## config.mk

```make
export PLATFORM = sky130hd
export DESIGN_NAME = stp_sequencer
export DESIGN_NICKNAME = d
export VERILOG_FILES = /design/src/include/stp_pkg.sv /design/src/include/stp_pin_if.sv /design/src/hdl/stp_pin_sync.sv /design/src/hdl/stp_sequencer.sv
export SDC_FILE = /design/constraint.sdc
export NUM_CORES = 1
export LEC_CHECK = 0
export BUFFER_PORTS_ARGS = -buffer_cell sky130_fd_sc_hd__buf_2
export CORE_ASPECT_RATIO = 1.1
export CORE_MARGIN = 4
export CORE_UTILIZATION = 40
export DETAILED_ROUTE_END_ITERATION = 10
export PLACE_DENSITY = 0.7
export SLEW_MARGIN = 20
export SYNTH_ARGS = -nofsm -noshare
export SYNTH_HDL_FRONTEND = slang
export SYNTH_HIERARCHICAL = 1
export SYNTH_SLANG_ARGS = --single-unit
```

## constraint.sdc

```tcl
create_clock -name i_clk_sys -period 2 [get_ports i_clk_sys]
set_input_delay 0.1 -clock i_clk_sys [delete_from_list [all_inputs] [get_ports i_clk_sys]]
set_output_delay 0.1 -clock i_clk_sys [all_outputs]
set_load 0.03 [all_outputs]
```

## src/include/stp_pkg.sv

```systemverilog
// package: constants, types and helpers of the stepper phase sequencer
package stp_pkg;
  // system clock and bus geometry
  localparam int unsigned CLK_HZ = 125_000_000;
  localparam int unsigned WB_ADR_W = 8;
  localparam int unsigned WB_DAT_W = 32;

  // register byte offsets
  localparam logic [7:0] REG_CTRL = 8'h00;
  localparam logic [7:0] REG_STATUS = 8'h04;
  localparam logic [7:0] REG_STEPS = 8'h08;

  // control register fields and reset value
  localparam int unsigned CTRL_EN_BIT = 0;
  localparam logic [31:0] CTRL_RST_VAL = 32'h0000_0001;

  // status register field positions
  localparam int unsigned ST_POS_LSB = 0;
  localparam int unsigned ST_EXC_BIT = 3;
  localparam int unsigned ST_EDGE_BIT = 4;
  localparam int unsigned ST_DIR_BIT = 5;
  localparam int unsigned ST_EN_BIT = 6;
  localparam int unsigned ST_FAULT_BIT = 7;
  localparam int unsigned ST_FTYPE_LSB = 8;
  localparam int unsigned ST_FPIN_BIT = 10;
  localparam int unsigned ST_STATE_LSB = 12;
  localparam int unsigned STEPS_W = 16;

  // pin vector positions and synchroniser reset values
  localparam int unsigned PIN_W = 9;
  localparam int unsigned PIN_STEP = 0;
  localparam int unsigned PIN_EXC = 1;
  localparam int unsigned PIN_EDGE = 2;
  localparam int unsigned PIN_DIR = 3;
  localparam int unsigned PIN_SRST = 4;
  localparam int unsigned PIN_EN = 5;
  localparam int unsigned PIN_DOPEN = 6;
  localparam int unsigned PIN_DOC = 7;
  localparam int unsigned PIN_DOH = 8;
  localparam logic [8:0] PIN_RST_VAL = 9'h000;

  // sequencer start: phase a plus phase b-bar
  localparam logic [2:0] POS_INIT = 3'h0;

  // run states of the sequencer
  typedef enum logic [1:0] {
    ST_RESET = 2'b00,
    ST_RUN = 2'b01,
    ST_HOLD = 2'b10,
    ST_FAULT = 2'b11
  } stp_state_t;

  // fault type codes on the two-bit output (none reads as 00)
  typedef enum logic [1:0] {
    FT_NONE = 2'b00,
    FT_OPEN = 2'b01,
    FT_OVERCUR = 2'b10,
    FT_OVERHEAT = 2'b11
  } stp_fault_t;

  // next half-step position; two-phase mode lands on even positions
  function automatic logic [2:0] stp_next_pos(input logic [2:0] pos, input logic half,
                                              input logic ccw);
    logic [2:0] inc;
    inc = (half || pos[0]) ? 3'h1 : 3'h2;
    return ccw ? 3'(pos - inc) : 3'(pos + inc);
  endfunction : stp_next_pos

  // position to phases {a, a_bar, b, b_bar}
  function automatic logic [3:0] stp_phase_map(input logic [2:0] pos);
    logic [3:0] ph;
    case (pos)
      3'h0: ph = 4'h9;
      3'h1: ph = 4'h8;
      3'h2: ph = 4'hA;
      3'h3: ph = 4'h2;
      3'h4: ph = 4'h6;
      3'h5: ph = 4'h4;
      3'h6: ph = 4'h5;
      default: ph = 4'h1;
    endcase
    return ph;
  endfunction : stp_phase_map

  // fault coding, the hottest cause wins when several arrive together
  function automatic stp_fault_t stp_fault_code(input logic open, input logic oc,
                                                input logic oh);
    if (oh) return FT_OVERHEAT;
    else if (oc) return FT_OVERCUR;
    else if (open) return FT_OPEN;
    else return FT_NONE;
  endfunction : stp_fault_code
endpackage : stp_pkg

```

## src/include/stp_pin_if.sv

```systemverilog
// interface: synchronised control and detector pins
`timescale 1ns/1ns
interface stp_pin_if;
  logic step_clk;
  logic excitation_select;
  logic clock_edge_select;
  logic rotation_direction;
  logic system_reset_n;
  logic enable;
  logic det_open;
  logic det_overcur;
  logic det_overheat;
  modport src (output step_clk, excitation_select, clock_edge_select, rotation_direction,
               system_reset_n, enable, det_open, det_overcur, det_overheat);
  modport dst (input step_clk, excitation_select, clock_edge_select, rotation_direction,
               system_reset_n, enable, det_open, det_overcur, det_overheat);
endinterface : stp_pin_if

```

## src/hdl/stp_pin_sync.sv

```systemverilog
// two-flop synchroniser bank for the asynchronous control pins
`timescale 1ns/1ns
module stp_pin_sync (
  // clock and reset
  input wire logic i_clk_sys,
  input wire logic i_rst_n,
  // raw pins
  input wire logic [stp_pkg::PIN_W-1:0] i_pins,
  // synchronised pins
  stp_pin_if.src o_pins
);
  import stp_pkg::*;

  logic [PIN_W-1:0] meta_q;
  logic [PIN_W-1:0] sync_q;
  logic [PIN_W-1:0] meta_d;
  logic [PIN_W-1:0] sync_d;

  ////////////////////////////////////////////////////////////////////////////
  // first stage feeds only the second stage
  always_comb begin
    meta_d = i_pins;
    sync_d = meta_q;
  end

  always_ff @(posedge i_clk_sys or negedge i_rst_n) begin
    if (!i_rst_n) begin
      meta_q <= PIN_RST_VAL;
      sync_q <= PIN_RST_VAL;
    end else begin
      meta_q <= meta_d;
      sync_q <= sync_d;
    end
  end

  ////////////////////////////////////////////////////////////////////////////
  // fan out by name
  assign o_pins.step_clk = sync_q[PIN_STEP];
  assign o_pins.excitation_select = sync_q[PIN_EXC];
  assign o_pins.clock_edge_select = sync_q[PIN_EDGE];
  assign o_pins.rotation_direction = sync_q[PIN_DIR];
  assign o_pins.system_reset_n = sync_q[PIN_SRST];
  assign o_pins.enable = sync_q[PIN_EN];
  assign o_pins.det_open = sync_q[PIN_DOPEN];
  assign o_pins.det_overcur = sync_q[PIN_DOC];
  assign o_pins.det_overheat = sync_q[PIN_DOH];
endmodule : stp_pin_sync

```

## src/hdl/stp_sequencer.sv

```systemverilog
// top: stepper phase sequencer with fault latch and wishbone registers
//
// The implementer's own choices: the Wishbone interface to the registers and the placing of the registers.
`timescale 1ns/1ns
module stp_sequencer (
  // clock and power-on reset
  input wire logic i_clk_sys,
  input wire logic i_rst_n,
  // controller pins
  input wire logic i_step_clk,
  input wire logic i_excitation_select,
  input wire logic i_clock_edge_select,
  input wire logic i_rotation_direction,
  input wire logic i_system_reset_n,
  input wire logic i_enable,
  // fault detectors
  input wire logic i_det_open,
  input wire logic i_det_overcur,
  input wire logic i_det_overheat,
  // phase outputs
  output logic o_phase_a,
  output logic o_phase_a_bar_out,
  output logic o_phase_b,
  output logic o_phase_b_bar_out,
  // fault outputs, summary is open drain
  input wire logic i_fault_summary_n,
  output logic o_fault_summary_n,
  output logic o_fault_summary_n_oe,
  output stp_pkg::stp_fault_t o_fault_type_level,
  // wishbone slave
  input wire logic i_wb_cyc,
  input wire logic i_wb_stb,
  input wire logic i_wb_we,
  input wire logic [stp_pkg::WB_ADR_W-1:0] i_wb_adr,
  input wire logic [3:0] i_wb_sel,
  input wire logic [stp_pkg::WB_DAT_W-1:0] i_wb_dat,
  output logic [stp_pkg::WB_DAT_W-1:0] o_wb_dat,
  output logic o_wb_ack
);
  import stp_pkg::*;

  ////////////////////////////////////////////////////////////////////////////
  // reset release through two flops, assertion stays asynchronous
  logic rst_meta_q;
  logic rst_q;
  logic rst_n;

  always_ff @(posedge i_clk_sys or negedge i_rst_n) begin
    if (!i_rst_n) begin
      rst_meta_q <= 1'b0;
      rst_q <= 1'b0;
    end else begin
      rst_meta_q <= 1'b1;
      rst_q <= rst_meta_q;
    end
  end
  assign rst_n = rst_q;

  ////////////////////////////////////////////////////////////////////////////
  // pin synchronisers
  stp_pin_if p ();

  stp_pin_sync u_sync (
    .i_clk_sys(i_clk_sys),
    .i_rst_n(rst_n),
    .i_pins({i_det_overheat, i_det_overcur, i_det_open, i_enable, i_system_reset_n,
             i_rotation_direction, i_clock_edge_select, i_excitation_select, i_step_clk}),
    .o_pins(p)
  );

  // summary pin readback, only for status
  logic fpin_meta_q;
  logic fpin_q;

  always_ff @(posedge i_clk_sys or negedge rst_n) begin
    if (!rst_n) begin
      fpin_meta_q <= 1'b1;
      fpin_q <= 1'b1;
    end else begin
      fpin_meta_q <= i_fault_summary_n;
      fpin_q <= fpin_meta_q;
    end
  end

  ////////////////////////////////////////////////////////////////////////////
  // sequencer state
  stp_state_t state_q, state_d;
  logic [2:0] pos_q, pos_d;
  logic step_prev_q, step_prev_d;
  stp_fault_t ftype_q, ftype_d;
  logic [3:0] phase_q, phase_d;
  logic [STEPS_W-1:0] steps_q, steps_d;
  logic [31:0] ctrl_q, ctrl_d;
  logic en;
  logic fault_det;
  logic step_any;
  logic step_rise;
  logic adv;
  logic steps_clr;

  // software gate sits in series with the enable pin
  assign en = p.enable & ctrl_q[CTRL_EN_BIT];
  assign fault_det = p.det_open | p.det_overcur | p.det_overheat;
  assign step_any = p.step_clk ^ step_prev_q;
  assign step_rise = p.step_clk & ~step_prev_q;
  assign adv = p.clock_edge_select ? step_rise : step_any;

  // next-state logic; edge history is frozen in hold and fault like a stopped clock
  always_comb begin
    state_d = state_q;
    pos_d = pos_q;
    step_prev_d = step_prev_q;
    ftype_d = ftype_q;
    steps_d = steps_clr ? '0 : steps_q;
    if (!p.system_reset_n) begin
      state_d = ST_RESET;
      pos_d = POS_INIT;
      ftype_d = FT_NONE;
      step_prev_d = p.step_clk;
    end else begin
      case (state_q)
        ST_RESET: begin
          state_d = ST_RUN;
          step_prev_d = p.step_clk;
        end
        ST_RUN: begin
          if (!en) begin
            state_d = ST_HOLD;
          end else if (fault_det) begin
            state_d = ST_FAULT;
            ftype_d = stp_fault_code(p.det_open, p.det_overcur, p.det_overheat);
          end else begin
            step_prev_d = p.step_clk;
            if (adv) begin
              pos_d = stp_next_pos(pos_q, p.excitation_select, p.rotation_direction);
              // a step in the clear cycle still counts
              steps_d = steps_clr ? STEPS_W'(1) : STEPS_W'(steps_q + 1'b1);
            end
          end
        end
        ST_HOLD: begin
          if (en) state_d = ST_RUN;
        end
        ST_FAULT: begin
          state_d = ST_FAULT;
        end
        default: begin
          state_d = ST_RESET;
        end
      endcase
    end
    // drive phases only while running and enabled
    phase_d = (state_d == ST_RUN && en) ? stp_phase_map(pos_d) : 4'h0;
  end

  // power-on reset lands in the same state as a system reset
  always_ff @(posedge i_clk_sys or negedge rst_n) begin
    if (!rst_n) begin
      state_q <= ST_RESET;
      pos_q <= POS_INIT;
      step_prev_q <= 1'b0;
      ftype_q <= FT_NONE;
      phase_q <= 4'h0;
      steps_q <= '0;
    end else begin
      state_q <= state_d;
      pos_q <= pos_d;
      step_prev_q <= step_prev_d;
      ftype_q <= ftype_d;
      phase_q <= phase_d;
      steps_q <= steps_d;
    end
  end

  // phase and fault pins
  assign {o_phase_a, o_phase_a_bar_out, o_phase_b, o_phase_b_bar_out} = phase_q;
  assign o_fault_summary_n = 1'b0;
  assign o_fault_summary_n_oe = (state_q == ST_FAULT);
  assign o_fault_type_level = ftype_q;

  ////////////////////////////////////////////////////////////////////////////
  // wishbone classic slave, one wait state, unmapped reads zero
  logic ack_q, ack_d;
  logic [31:0] rdat_q, rdat_d;
  logic wr_take;
  logic [31:0] status;

  assign wr_take = i_wb_cyc & i_wb_stb & i_wb_we & ack_q;
  assign steps_clr = wr_take && (i_wb_adr == REG_STEPS);

  always_comb begin
    status = '0;
    status[ST_POS_LSB +: 3] = pos_q;
    status[ST_EXC_BIT] = p.excitation_select;
    status[ST_EDGE_BIT] = p.clock_edge_select;
    status[ST_DIR_BIT] = p.rotation_direction;
    status[ST_EN_BIT] = en;
    status[ST_FAULT_BIT] = (state_q == ST_FAULT);
    status[ST_FTYPE_LSB +: 2] = ftype_q;
    status[ST_FPIN_BIT] = fpin_q;
    status[ST_STATE_LSB +: 2] = state_q;
  end

  // ack drops the cycle after it was given
  always_comb begin
    ack_d = i_wb_cyc & i_wb_stb & ~ack_q;
    rdat_d = '0;
    ctrl_d = ctrl_q;
    if (i_wb_adr == REG_CTRL) begin
      rdat_d = ctrl_q;
    end else if (i_wb_adr == REG_STATUS) begin
      rdat_d = status;
    end else if (i_wb_adr == REG_STEPS) begin
      rdat_d = 32'(steps_q);
    end else begin
      rdat_d = '0;
    end
    if (wr_take && i_wb_adr == REG_CTRL && i_wb_sel[0]) begin
      ctrl_d = {31'h0, i_wb_dat[CTRL_EN_BIT]};
    end
  end

  always_ff @(posedge i_clk_sys or negedge rst_n) begin
    if (!rst_n) begin
      ack_q <= 1'b0;
      rdat_q <= '0;
      ctrl_q <= CTRL_RST_VAL;
    end else begin
      ack_q <= ack_d;
      rdat_q <= rdat_d;
      ctrl_q <= ctrl_d;
    end
  end

  assign o_wb_ack = ack_q;
  assign o_wb_dat = rdat_q;

  logic run_adv;
  assign run_adv = (state_q == ST_RUN) && en && !fault_det && adv && p.system_reset_n;
endmodule : stp_sequencer

```

Yosys cells after proc, flatten, opt, wreduce, memory -nomap -nowiden:

Cells that the tools add are included.

* $add $sub $neg: 3
* equality and inequality tests: 18
* mux-type cells: 36
* bitwise logic cells: 11
* reduce and logical (&&, ||, !) cells: 10

Operator list (number)
* two-way mux 16 bit: 10
* one-hot mux 4 bit (7 select lines): 1
* two-way mux 2 bit: 11
* two-way mux 3 bit: 6
* adder 16 x 1 -> 16 bit (second input constant): 1
* equality test 3 bit (second input constant): 3
* != test 3 bit (second input constant): 3
* equality test 8 x 3 -> 1 bit (second input constant): 1
* equality test 8 x 4 -> 1 bit (second input constant): 1
* zero test 8 bit: 1
* one-hot mux 2 bit (4 select lines): 1
* AND 1 bit: 6
* equality test 3 x 2 -> 1 bit (second input constant): 2
* != test 2 bit (second input constant): 3
* AND reduction 3 bit: 2
* two-way mux 1 bit: 5
* equality test 2 x 1 -> 1 bit (second input constant): 2
* equality test 2 bit (second input constant): 2
* logical AND 1 bit: 4
* two-way mux 4 bit: 1
* adder 3 x 2 -> 3 bit: 1
* equality test 3 x 1 -> 1 bit (second input constant): 1
* zero test 3 bit: 1
* subtractor 3 x 2 -> 3 bit: 1
* 6 further kinds: 8

* flip-flop bits (word level): 84
* input port bits: 59
* output and inout port bits: 41
* logic and storage cells: 93

Longest topological paths before layout:

Gate-level depths: netlist (run 1).

* depth in word-level cells: 12
* depth in mapped cells: 8
* depth with buffers taken out: 7

Cells and area by module:

Netlist (run 1), hierarchy kept.

By module, submodules not included
* stp_sequencer: instances 1, cells an instance 243, area each 2438.6 um2
* stp_pin_sync: instances 1, cells an instance 18, area each 450.4 um2

Worst setup path after synthesis (run 1):

OpenSTA, ideal clock, no wires.

* path kind: reg2reg
* start: register u_sync.sync_q[0]
* end: register phase_q[0]
* setup time: 0.104 ns
* data arrival time: 2.020 ns
* required time: 1.896 ns
* path slack: -0.124 ns
* stages on the path, launching flop included: 7
* period minus slack after synthesis: 2.124 ns
* cell sequence: dfrtp_1 ha_1 or2_2 a211o_1 or3_4 and2_4 a221oi_1

* word-level cells in the longest chain between the ends: 10
* elaborated cells on any way between the ends: 17
* classes of those cells: eq/ne (6); mux (8); bitwise (2); reduce/logical (1)

RTL lines
* from (decl): RTL line stp_pin_sync.sv:15 `logic [PIN_W-1:0] sync_q;`
* from (signal assigned): RTL line stp_pin_sync.sv:32 `sync_q <= sync_d;`
* XOR 1 bit or AND 1 bit (tied branches): RTL line stp_sequencer.sv:104, stp_sequencer.sv:105
* two-way mux 1 bit *: RTL line stp_sequencer.sv:106 `assign adv = p.clock_edge_select ? step_rise : step_any;`
* two-way mux 3 bit *: RTL line stp_sequencer.sv:134 `if (adv) begin`
* two-way mux 3 bit *: RTL line stp_sequencer.sv:129 `end else if (fault_det) begin`
* two-way mux 3 bit *: RTL line stp_sequencer.sv:127 `if (!en) begin`
* two-way mux 3 bit *: RTL line stp_sequencer.sv:121 `case (state_q)`
* two-way mux 3 bit *: RTL line stp_sequencer.sv:115 `if (!p.system_reset_n) begin`
* equality test 3 bit (tied with other cells): RTL line stp_pkg.sv:72 `case (pos)`
* one-hot mux 4 bit (7 select lines) *: RTL line stp_pkg.sv:72
* two-way mux 4 bit *: RTL line stp_sequencer.sv:153 `phase_d = (state_d == ST_RUN && en) ? stp_phase_map(pos_d) : 4'h0;`
* net phase_d[0]: RTL line stp_sequencer.sv:91 `logic [3:0] phase_q, phase_d;`
* to (signal assigned): RTL line stp_sequencer.sv:170 `phase_q <= phase_d;`
* to (decl): RTL line stp_sequencer.sv:91

Mark *: on every way through the listed nets, which the timed path passes. The rest lies on a longest branch.
A chain may end at the register's enable or synchronous reset.

Worst setup path in the final report (run 1):

* start: register step_prev_q
* end: register phase_q[1]

* word-level cells in the longest chain between the ends: 11
* elaborated cells on any way between the ends: 18
* classes of those cells: eq/ne (6); mux (8); bitwise (3); reduce/logical (1)

RTL lines
* from (decl): RTL line stp_sequencer.sv:89 `logic step_prev_q, step_prev_d;`
* from (signal assigned): RTL line stp_sequencer.sv:168 `step_prev_q <= step_prev_d;`
* inverter 1 bit: RTL line stp_sequencer.sv:105 `assign step_rise = p.step_clk & ~step_prev_q;`
* AND 1 bit: RTL line stp_sequencer.sv:105
* two-way mux 1 bit *: RTL line stp_sequencer.sv:106
* two-way mux 3 bit *: RTL line stp_sequencer.sv:134
* two-way mux 3 bit *: RTL line stp_sequencer.sv:129
* two-way mux 3 bit *: RTL line stp_sequencer.sv:127
* two-way mux 3 bit *: RTL line stp_sequencer.sv:121
* two-way mux 3 bit *: RTL line stp_sequencer.sv:115
* equality test 3 bit (tied with other cells): RTL line stp_pkg.sv:72
* one-hot mux 4 bit (7 select lines) *: RTL line stp_pkg.sv:72
* two-way mux 4 bit *: RTL line stp_sequencer.sv:153
* net phase_d[1]: RTL line stp_sequencer.sv:91

Marked as above.

==> impl_results.rst, run 1 <==
.. list-table::
   :header-rows: 1

   * - Metric
     - Value
   * - Standby leakage power
     - 1.73 nW
   * - Clock slew seen by the registers of the worst setup and hold paths
     - 70 ps
   * - Run status
     - finished, violations left
   * - Final Cycle Share
     - 1.06
   * - Setup repair after global routing missed its margin
     - true
   * - Final layout net count
     - about 410
   * - Gate count of the mapped netlist
     - approximately 260
   * - Top cells by area, synth
     - sky130_fd_sc_hd__dfrtp_1 (56%), sky130_fd_sc_hd__nor2_1 (4.9%), sky130_fd_sc_hd__buf_4 (4.4%)
   * - Critical Path Fanout Max
     - 3
   * - Worst slack at placement
     - -143 ps
   * - Initial core utilization
     - 0.412
   * - Total design power
     - between 2 and 3 mW
   * - CTS root buf
     - sky130_fd_sc_hd__clkbuf_8
   * - DRC viols
     - 0
   * - Count of endpoints failing setup in the final report
     - 4
   * - Count of filler cells inserted in the layout
     - a little over 600
   * - Combined area of the multi-input logic cells
     - roughly 1100 µm²
   * - Wire length of the first global-routing pass
     - roughly 9300 µm
   * - Setup CP Type
     - flop to flop
   * - RD Place Congestion
     - about 0.83
   * - Minimum clock period after layout
     - around 2100 ps
   * - Critical path capture point type
     - flop
   * - Area after detailed placement
     - 3310 µm²
   * - N_diodes
     - 0
   * - Count of state elements after synthesis
     - 68
   * - Headroom to the max-slew limit
     - 0.363
   * - Min setup slack post-route
     - -113 ps
   * - Clk sink count
     - 68
   * - Number of synthesis warnings
     - 6
   * - Class of the tightest hold or removal check
     - primary input to async pin
   * - Sequential cell area
     - approximately 1700 µm²
   * - Origin of the critical flop-to-flop path
     - step_prev_q$_DFFE_PN0P_
   * - Number of antenna violations at the first check in global routing
     - 0
   * - Area of the mapped netlist
     - ~2900 µm²
   * - Crit path DAT
     - 2350 ps
   * - Share of the synthesized area in the top cell type
     - 0.563
   * - Pwr Density
     - around 750 nW/µm²
   * - Total core area
     - roughly 7000 µm²
   * - Vias per std cell
     - about 4.8
   * - DP HPWL
     - about 4000 µm
   * - Grt total ovfl
     - 0
   * - Commonest non-fill, non-tap cell in the layout
     - sky130_fd_sc_hd__dfrtp_1
   * - Slew at the pin closest to its max-slew limit
     - between 900 and 1000 ps
   * - Largest area contributor in the synthesized netlist
     - sky130_fd_sc_hd__dfrtp_1
   * - Maximum number of buffers from clock root to sink
     - 2
   * - DRT iter0 DRCs
     - ~110
   * - Maximum achievable frequency
     - roughly 470 MHz
   * - Num CTS Buffers
     - 9
   * - Final hold violations
     - 0
   * - Clock tree from TritonCTS
     - done
   * - Post-Layout Inst Area
     - between 3000 and 4000 µm²
   * - Share of the yosys chip area belonging to registers
     - 0.590
   * - Final-report max-slew violation count
     - 0
   * - Area growth from synthesis to layout
     - 29.6%
   * - Number of placement rows
     - 32
   * - Die Span X
     - ~89 µm
   * - Type of element launching the critical path
     - flop
   * - Final Util
     - 0.534
   * - Maximum number of pins on one net before global-route repair
     - 38
   * - Total die area
     - slightly below 9000 µm²
   * - Clock Skews
     - 9.53 ps
   * - Count of pins on the block boundary
     - 100
   * - Synth unique cells
     - 43
   * - Asr flop ratio synth
     - 1.00
   * - Layout cells sized above 1
     - 0.310
   * - Setup slack of the most critical reg-to-reg path
     - -110 ps
   * - Overall via count from detail_route
     - 2132
   * - 1st-pass router iterations
     - 5
   * - Average cell area after synthesis
     - between 10 and 15 µm²
   * - Maximum capacitance violations
     - 0
   * - Commonest non-fill, non-tap cells in the layout
     - sky130_fd_sc_hd__dfrtp_1 (64), sky130_fd_sc_hd__buf_2 (48), sky130_fd_sc_hd__nor2_1 (37)
   * - Vias in the first global route
     - 2046
   * - Per-cell routed wire length
     - around 13 µm
   * - Clk Latency, worst-skew pair
     - between 300 and 400 ps
   * - Final wirelength
     - approximately 5800 µm
   * - Die Span Y
     - just under 100 µm
   * - FF-to-FF End
     - phase_q[1]$_DFF_PN0_
   * - R2R depth
     - 7
   * - Required arrival time at the worst endpoint
     - 2240 ps
   * - Post-synth EDFFs
     - 0
   * - Number of routed nets with antenna violations
     - 0
   * - # port buffers
     - between 40 and 50
   * - Worst supply voltage drop on vdd
     - approximately 460 µV
   * - Violated checks
     - setup timing
   * - Overall routing resource usage
     - 0.141
   * - Total number of H-tree levels
     - 3
   * - Main flop type after synthesis
     - sky130_fd_sc_hd__dfrtp_1
-- kinds of logic (layout without fill, tap and decap cells) --
family | count (synthesis) | in the layout | share of synthesized area
AO/OA/AOI/OAI | 34 | 34 | 0.0875
XOR/XNOR | 16 | 16 | 0.0485
adder cells (fa/ha/maj) | 3 | 3 | 0.0156
buffers and inverters | 32 | 110 | 0.0645
flip-flops | 68 | 68 | 0.590
multiplexers | 5 | 5 | 0.0182
other | 2 | 18 | 0.00260
AND/OR/NAND/NOR | 101 | 101 | 0.173
-- cells in the mapped netlist (4+ instances only) --
| library cell | number |
|---|---|
| sky130_fd_sc_hd__and3_1 | 8 |
| sky130_fd_sc_hd__clkbuf_1 | 8 |
| sky130_fd_sc_hd__xnor2_1 | 4 |
| sky130_fd_sc_hd__nand4_1 | 7 |
| sky130_fd_sc_hd__nor2_1 | 38 |
| sky130_fd_sc_hd__o21ai_0 | 7 |
| sky130_fd_sc_hd__nand2_1 | 12 |
| sky130_fd_sc_hd__a22oi_1 | 11 |
| sky130_fd_sc_hd__a21oi_1 | 5 |
| sky130_fd_sc_hd__buf_4 | 17 |
| sky130_fd_sc_hd__nor2b_1 | 4 |
| sky130_fd_sc_hd__dfrtp_1 | 65 |
| sky130_fd_sc_hd__inv_1 | 5 |
| sky130_fd_sc_hd__nand3_1 | 13 |
| sky130_fd_sc_hd__xor2_1 | 12 |
-- worst max path at each step --
stage                                    start                   end  slack [ps]  depth (start not counted)
finish                 step_prev_q$_DFFE_PN0P_  phase_q[1]$_DFF_PN0_        -110                          7
global route           step_prev_q$_DFFE_PN0P_  phase_q[0]$_DFF_PN0_        -190                          9
CTS                 u_sync/sync_q[0]$_DFF_PN0_  phase_q[1]$_DFF_PN0_        -110                          6
detailed placement  u_sync/sync_q[0]$_DFF_PN0_  phase_q[0]$_DFF_PN0_        -140                          6
global placement    u_sync/sync_q[0]$_DFF_PN0_  phase_q[0]$_DFF_PN0_        -110                          6
floorplan           u_sync/sync_q[0]$_DFF_PN0_  phase_q[0]$_DFF_PN0_         -20                          6
-- timing repair --
item / in CTS / in global routing
endpoints found under the setup margin: 4 / 8
pin swaps: 2 / 10
gates cloned: 0 / 0
hold buffers: 14 / 0
buffers inserted: 1 / 3
resized for setup: 4 / 13
hold endpoints to repair: 14 / 0
-- layer usage --
metal / track usage / up-vias / wire length [µm]
met1: 0.176 / 1027 / 2370
met2: 0.227 / 64 / 2980
met5: 0 / - / 0
met4: 0.0745 / 0 / 80
li1: - / 1033 / -
met3: 0.0280 / 8 / 342
-- area by class of cell --
| class | count | area share |
|---|---|---|
| Clock buffer | 14 | 0.0408 |
| Clock inverter | 2 | 0.00936 |
| Inverter | 5 | 0.00501 |
| Multi-Input combinational cell | 177 | 0.301 |
| Sequential cell | 68 | 0.456 |
| Tap cell | 85 | 0.0284 |
| Timing Repair Buffer | 89 | 0.160 |
-- critical path, stage by stage (launching register included) --
cell and delay, ps:
sky130_fd_sc_hd__dfrtp_1 380, sky130_fd_sc_hd__inv_2 80, sky130_fd_sc_hd__ha_4 200, sky130_fd_sc_hd__or2_4 260, sky130_fd_sc_hd__a211o_1 300, sky130_fd_sc_hd__or3_4 360, sky130_fd_sc_hd__and2_4 190, sky130_fd_sc_hd__o32ai_2 260
-- report_power, final --
group	total [mW]	internal [mW]	switching, mW	leakage, nW
registers	1.44	1.42	0.0245	0.804
clock network	1.09	0.611	0.479	0.0947
logic	0.279	0.110	0.169	0.833
-- registers in the layout, summed over array words and instances (netlist names) --
register            flops
phase_q                 4
step_prev_q             1
fpin_q                  1
o_wb_ack                1
o_fault_type_level      2
rst_meta_q              1
u_sync/sync_q           9
steps_q                16
state_q                 2
u_sync/meta_q           9
fpin_meta_q             1
ctrl_q                  1
rst_n                   1
pos_q                   3
o_wb_dat               16
-- per-stage QoR --
stage / setup TNS [ps] / std cells / hold slack (ps)
global placement: -249 / 406 / -114
detailed placement: -423 / 406 / -108
CTS: -227 / 437 / 48.0
global route: -734 / 440 / 76.5
finish: -331 / 440 / 73.1
floorplan: -35.4 / 277 / -196
(Power assumes the default switching activity.)
==> run 2, diff against run 1 <==
Settings changed: CORE_UTILIZATION 40 to 45, PLACE_DENSITY 0.7 to 0.77.
==> run 2 against run 1 <==
The flow still finishes with violations (setup timing); maximum frequency up 0.13%; register-to-register slack about the same; sequential share of layout area up 0.42 points; die area down 10%; global-route usage up 1.8 points; critical path depth down 1; cell area down 0.90%; combinational power down 6%; critical path type unchanged; highest routed layer unchanged.
==> impl_results.rst, run 2 (synthesis results as in run 1) <==
.. list-table::
   :header-rows: 1

   * - Metric
     - Value
   * - Initial core utilization
     - 0.466 (+0.0541)
   * - Total die area
     - 7770 µm² (-10%)
   * - Standby leakage power
     - 1.72 nW (-0.42%)
   * - # port buffers
     - 48 (unchanged)
   * - Clk Latency, worst-skew pair
     - 340 ps (about the same)
   * - Count of endpoints failing setup in the final report
     - 5 (+1)
   * - Critical Path Fanout Max
     - 3 (unchanged)
   * - Setup CP Type
     - flop to flop
   * - Setup repair after global routing missed its margin
     - true
   * - Final std cells w/o fill
     - 430 (-2.3%)
   * - Total core area
     - 6190 µm² (-12%)
   * - Critical path capture point type
     - flop
   * - Pwr Density
     - 770 nW/µm² (+2.6%)
   * - Slew at the pin closest to its max-slew limit
     - 950 ps (-0.939 ps)
   * - Minimum clock period after layout
     - 2110 ps (-2.64 ps)
   * - Violated checks
     - setup timing
   * - Final hold slack
     - 79.9 ps (+6.71 ps)
   * - Final hold violations
     - 0 (unchanged)
   * - Clock slew seen by the registers of the worst setup and hold paths
     - 70 ps (about the same)
   * - Class of the tightest hold or removal check
     - primary input to async pin
   * - Overall via count from detail_route
     - 2131 (-0.047%)
   * - Count of pins on the block boundary
     - 100 (unchanged)
   * - Worst supply voltage drop on vdd
     - 452 µV (-2.3%)
   * - Run status
     - finished, violations left
   * - Busiest metal layer after global routing
     - met2
   * - GR met3 Demand/Resource
     - 0.0341 (+0.00615)
   * - Maximum number of pins on one net before global-route repair
     - 43 (+13%)
   * - Maximum number of buffers from clock root to sink
     - 2 (unchanged)
   * - Wire length of the first global-routing pass
     - 9730 µm (+4.4%)
   * - Headroom to the max-slew limit
     - 0.364 (+0.000629)
   * - Grt total ovfl
     - 0 (unchanged)
   * - Overall routing resource usage
     - 0.159 (+0.0176)
   * - Type of element launching the critical path
     - flop
   * - Post-Layout Inst Area
     - 3710 µm² (-0.90%)
   * - CTS root buf
     - sky130_fd_sc_hd__clkbuf_8
   * - N_diodes
     - 0 (unchanged)
   * - Total design power
     - 2.86 mW (+1.6%)
   * - Total number of H-tree levels
     - 3 (unchanged)
   * - 1st-pass router iterations
     - 5 (unchanged)
   * - Final layout net count
     - 408 (-0.97%)
   * - Crit-path cells
     - ha_1 -> or2_4 -> a211o_1 -> or3_4 -> and2_4 -> o32ai_2
   * - Count of filler cells inserted in the layout
     - 521 (-15%)
   * - Met1 capacity usage during global routing
     - 0.206 (+0.0295)
   * - Final wirelength
     - 5680 µm (-1.8%)
   * - DRT iter0 DRCs
     - 159 (+42%)
   * - DP HPWL
     - 3910 µm (-1.6%)
   * - Crit path DAT
     - 2350 ps (about the same)
   * - Met2 track demand over resource in global routing
     - 0.244 (+0.0167)
   * - DRC viols
     - 0 (unchanged)
   * - Maximum capacitance violations
     - 0 (unchanged)
   * - RD Place Congestion
     - 0.777 (-6.8%)
   * - Required arrival time at the worst endpoint
     - 2240 ps (about the same)
   * - Commonest non-fill, non-tap cells in the layout
     - sky130_fd_sc_hd__dfrtp_1 (64), sky130_fd_sc_hd__buf_2 (48), sky130_fd_sc_hd__nor2_1 (38)
   * - Total placed cells including tap cells
     - 400 (-1.5%)
   * - Per-cell routed wire length
     - 13.2 µm (+0.50%)
   * - Final sum of negative setup slack
     - -285 ps (+45.7 ps)
   * - Critical path's slowest cell
     - sky130_fd_sc_hd__dfrtp_1
   * - Final-report max-slew violation count
     - 0 (unchanged)
   * - Number of placement rows
     - 30 (-6.3%)
   * - Area growth from synthesis to layout
     - 28.4%
   * - Min setup slack post-route
     - -110 ps (+2.64 ps)
   * - Commonest non-fill, non-tap cell in the layout
     - sky130_fd_sc_hd__dfrtp_1
   * - Area after detailed placement
     - 3310 µm² (about the same)
   * - Delay of the slowest cell on the worst path
     - 380 ps (about the same)
   * - Vias in the first global route
     - 2097 (+2.5%)
   * - Die Span Y
     - 92.0 µm (-5.3%)
   * - Number of routed nets with antenna violations
     - 0 (unchanged)
   * - Die Span X
     - 84.4 µm (-5.2%)
   * - Clk sink count
     - 68 (unchanged)
   * - Vias per std cell
     - 4.96 (+2.3%)
   * - Final Cycle Share
     - 1.06 (-0.00132)
   * - Maximum achievable frequency
     - 474 MHz (+0.13%)
   * - Layout cells sized above 1
     - 0.297 (-0.0127)
   * - Number of antenna violations at the first check in global routing
     - 0 (unchanged)
   * - Num CTS Buffers
     - 9 (unchanged)
   * - Clock Skews
     - 6.58 ps (-2.96 ps)
   * - Clock tree from TritonCTS
     - done
==> run 2: cell types whose count changed in the layout (fill, tap and decap cells not counted), moves of 2 or more <==
| cell | before | now |
|---|---|---|
| sky130_fd_sc_hd__clkbuf_8 | 10 | 12 |
| sky130_fd_sc_hd__buf_4 | 23 | 18 |
| sky130_fd_sc_hd__clkbuf_1 | 4 | 2 |
| sky130_fd_sc_hd__and2_1 | 1 | 3 |
| sky130_fd_sc_hd__and2_4 | 3 | 1 |
==> run 2: cell type report <==
class,count,area (µm²),share of cell area
Sequential cell,68,1710,0.460
Multi-Input combinational cell,177,1100,0.297
Timing Repair Buffer,85,581,0.156
Clock buffer,14,173,0.0465
Tap cell,80,100,0.0270
Clock inverter,1,30.0,0.00809
Inverter,5,18.8,0.00506
==> run 2: what timing repair did <==
item	CTS	global route
endpoints found under the hold margin	14	0
pin swaps	1	4
endpoints found under the setup margin	5	16
hold buffers	14	0
buffers inserted	2	1
gates resized for setup	6	7
==> run 2: worst max-delay path: cells and delay by family, from the launching register on <==
kind | cells | cell delay [ps]
AND/OR/NAND/NOR | 3 | 770
AO/OA/AOI/OAI | 2 | 560
flip-flops | 1 | 380
adder cells (fa/ha/maj) | 1 | 290
==> run 2: stage by stage <==
stage,setup slack (ps),utilization
after detailed placement,-119,0.535
after global routing,-205,0.599
after global placement,-112,0.535
after CTS,-102,0.598
final,-110,0.599
after floorplan,-22.8,-
==> run 2: worst paths after layout <==
check,slack [ps],start,depth (start not counted),to
min,80,i_rst_n,2,rst_meta_q$_DFF_PN0_
max in group asynchronous,1080,rst_n$_DFF_PN0_,1,fpin_q$_DFF_PN1_
max reg2reg,-110,u_sync/sync_q[0]$_DFF_PN0_,6,phase_q[1]$_DFF_PN0_
min reg2reg,260,rst_n$_DFF_PN0_,0,phase_q[3]$_DFF_PN0_
min in group i_clk_sys,140,i_wb_adr[2],4,o_wb_dat[0]$_DFF_PN0_
max,-110,u_sync/sync_q[0]$_DFF_PN0_,6,phase_q[1]$_DFF_PN0_
==> run 2: power breakdown <==
part           switching (mW)  total [mW]  leakage [nW]  internal, mW
Combinational           0.158       0.263         0.818         0.105
Clock                   0.472        1.15         0.103         0.673
Sequential             0.0314        1.45         0.804          1.42
Total                   0.661        2.86          1.72          2.19
==> run 2: metal layers <==
metal  part of all wire  wire, µm  vias up
met3              0.061       348        8
met5                  0         0        -
met4              0.017        94        0
met2               0.49      2760       67
li1                   -         -     1024
met1               0.44      2470     1032
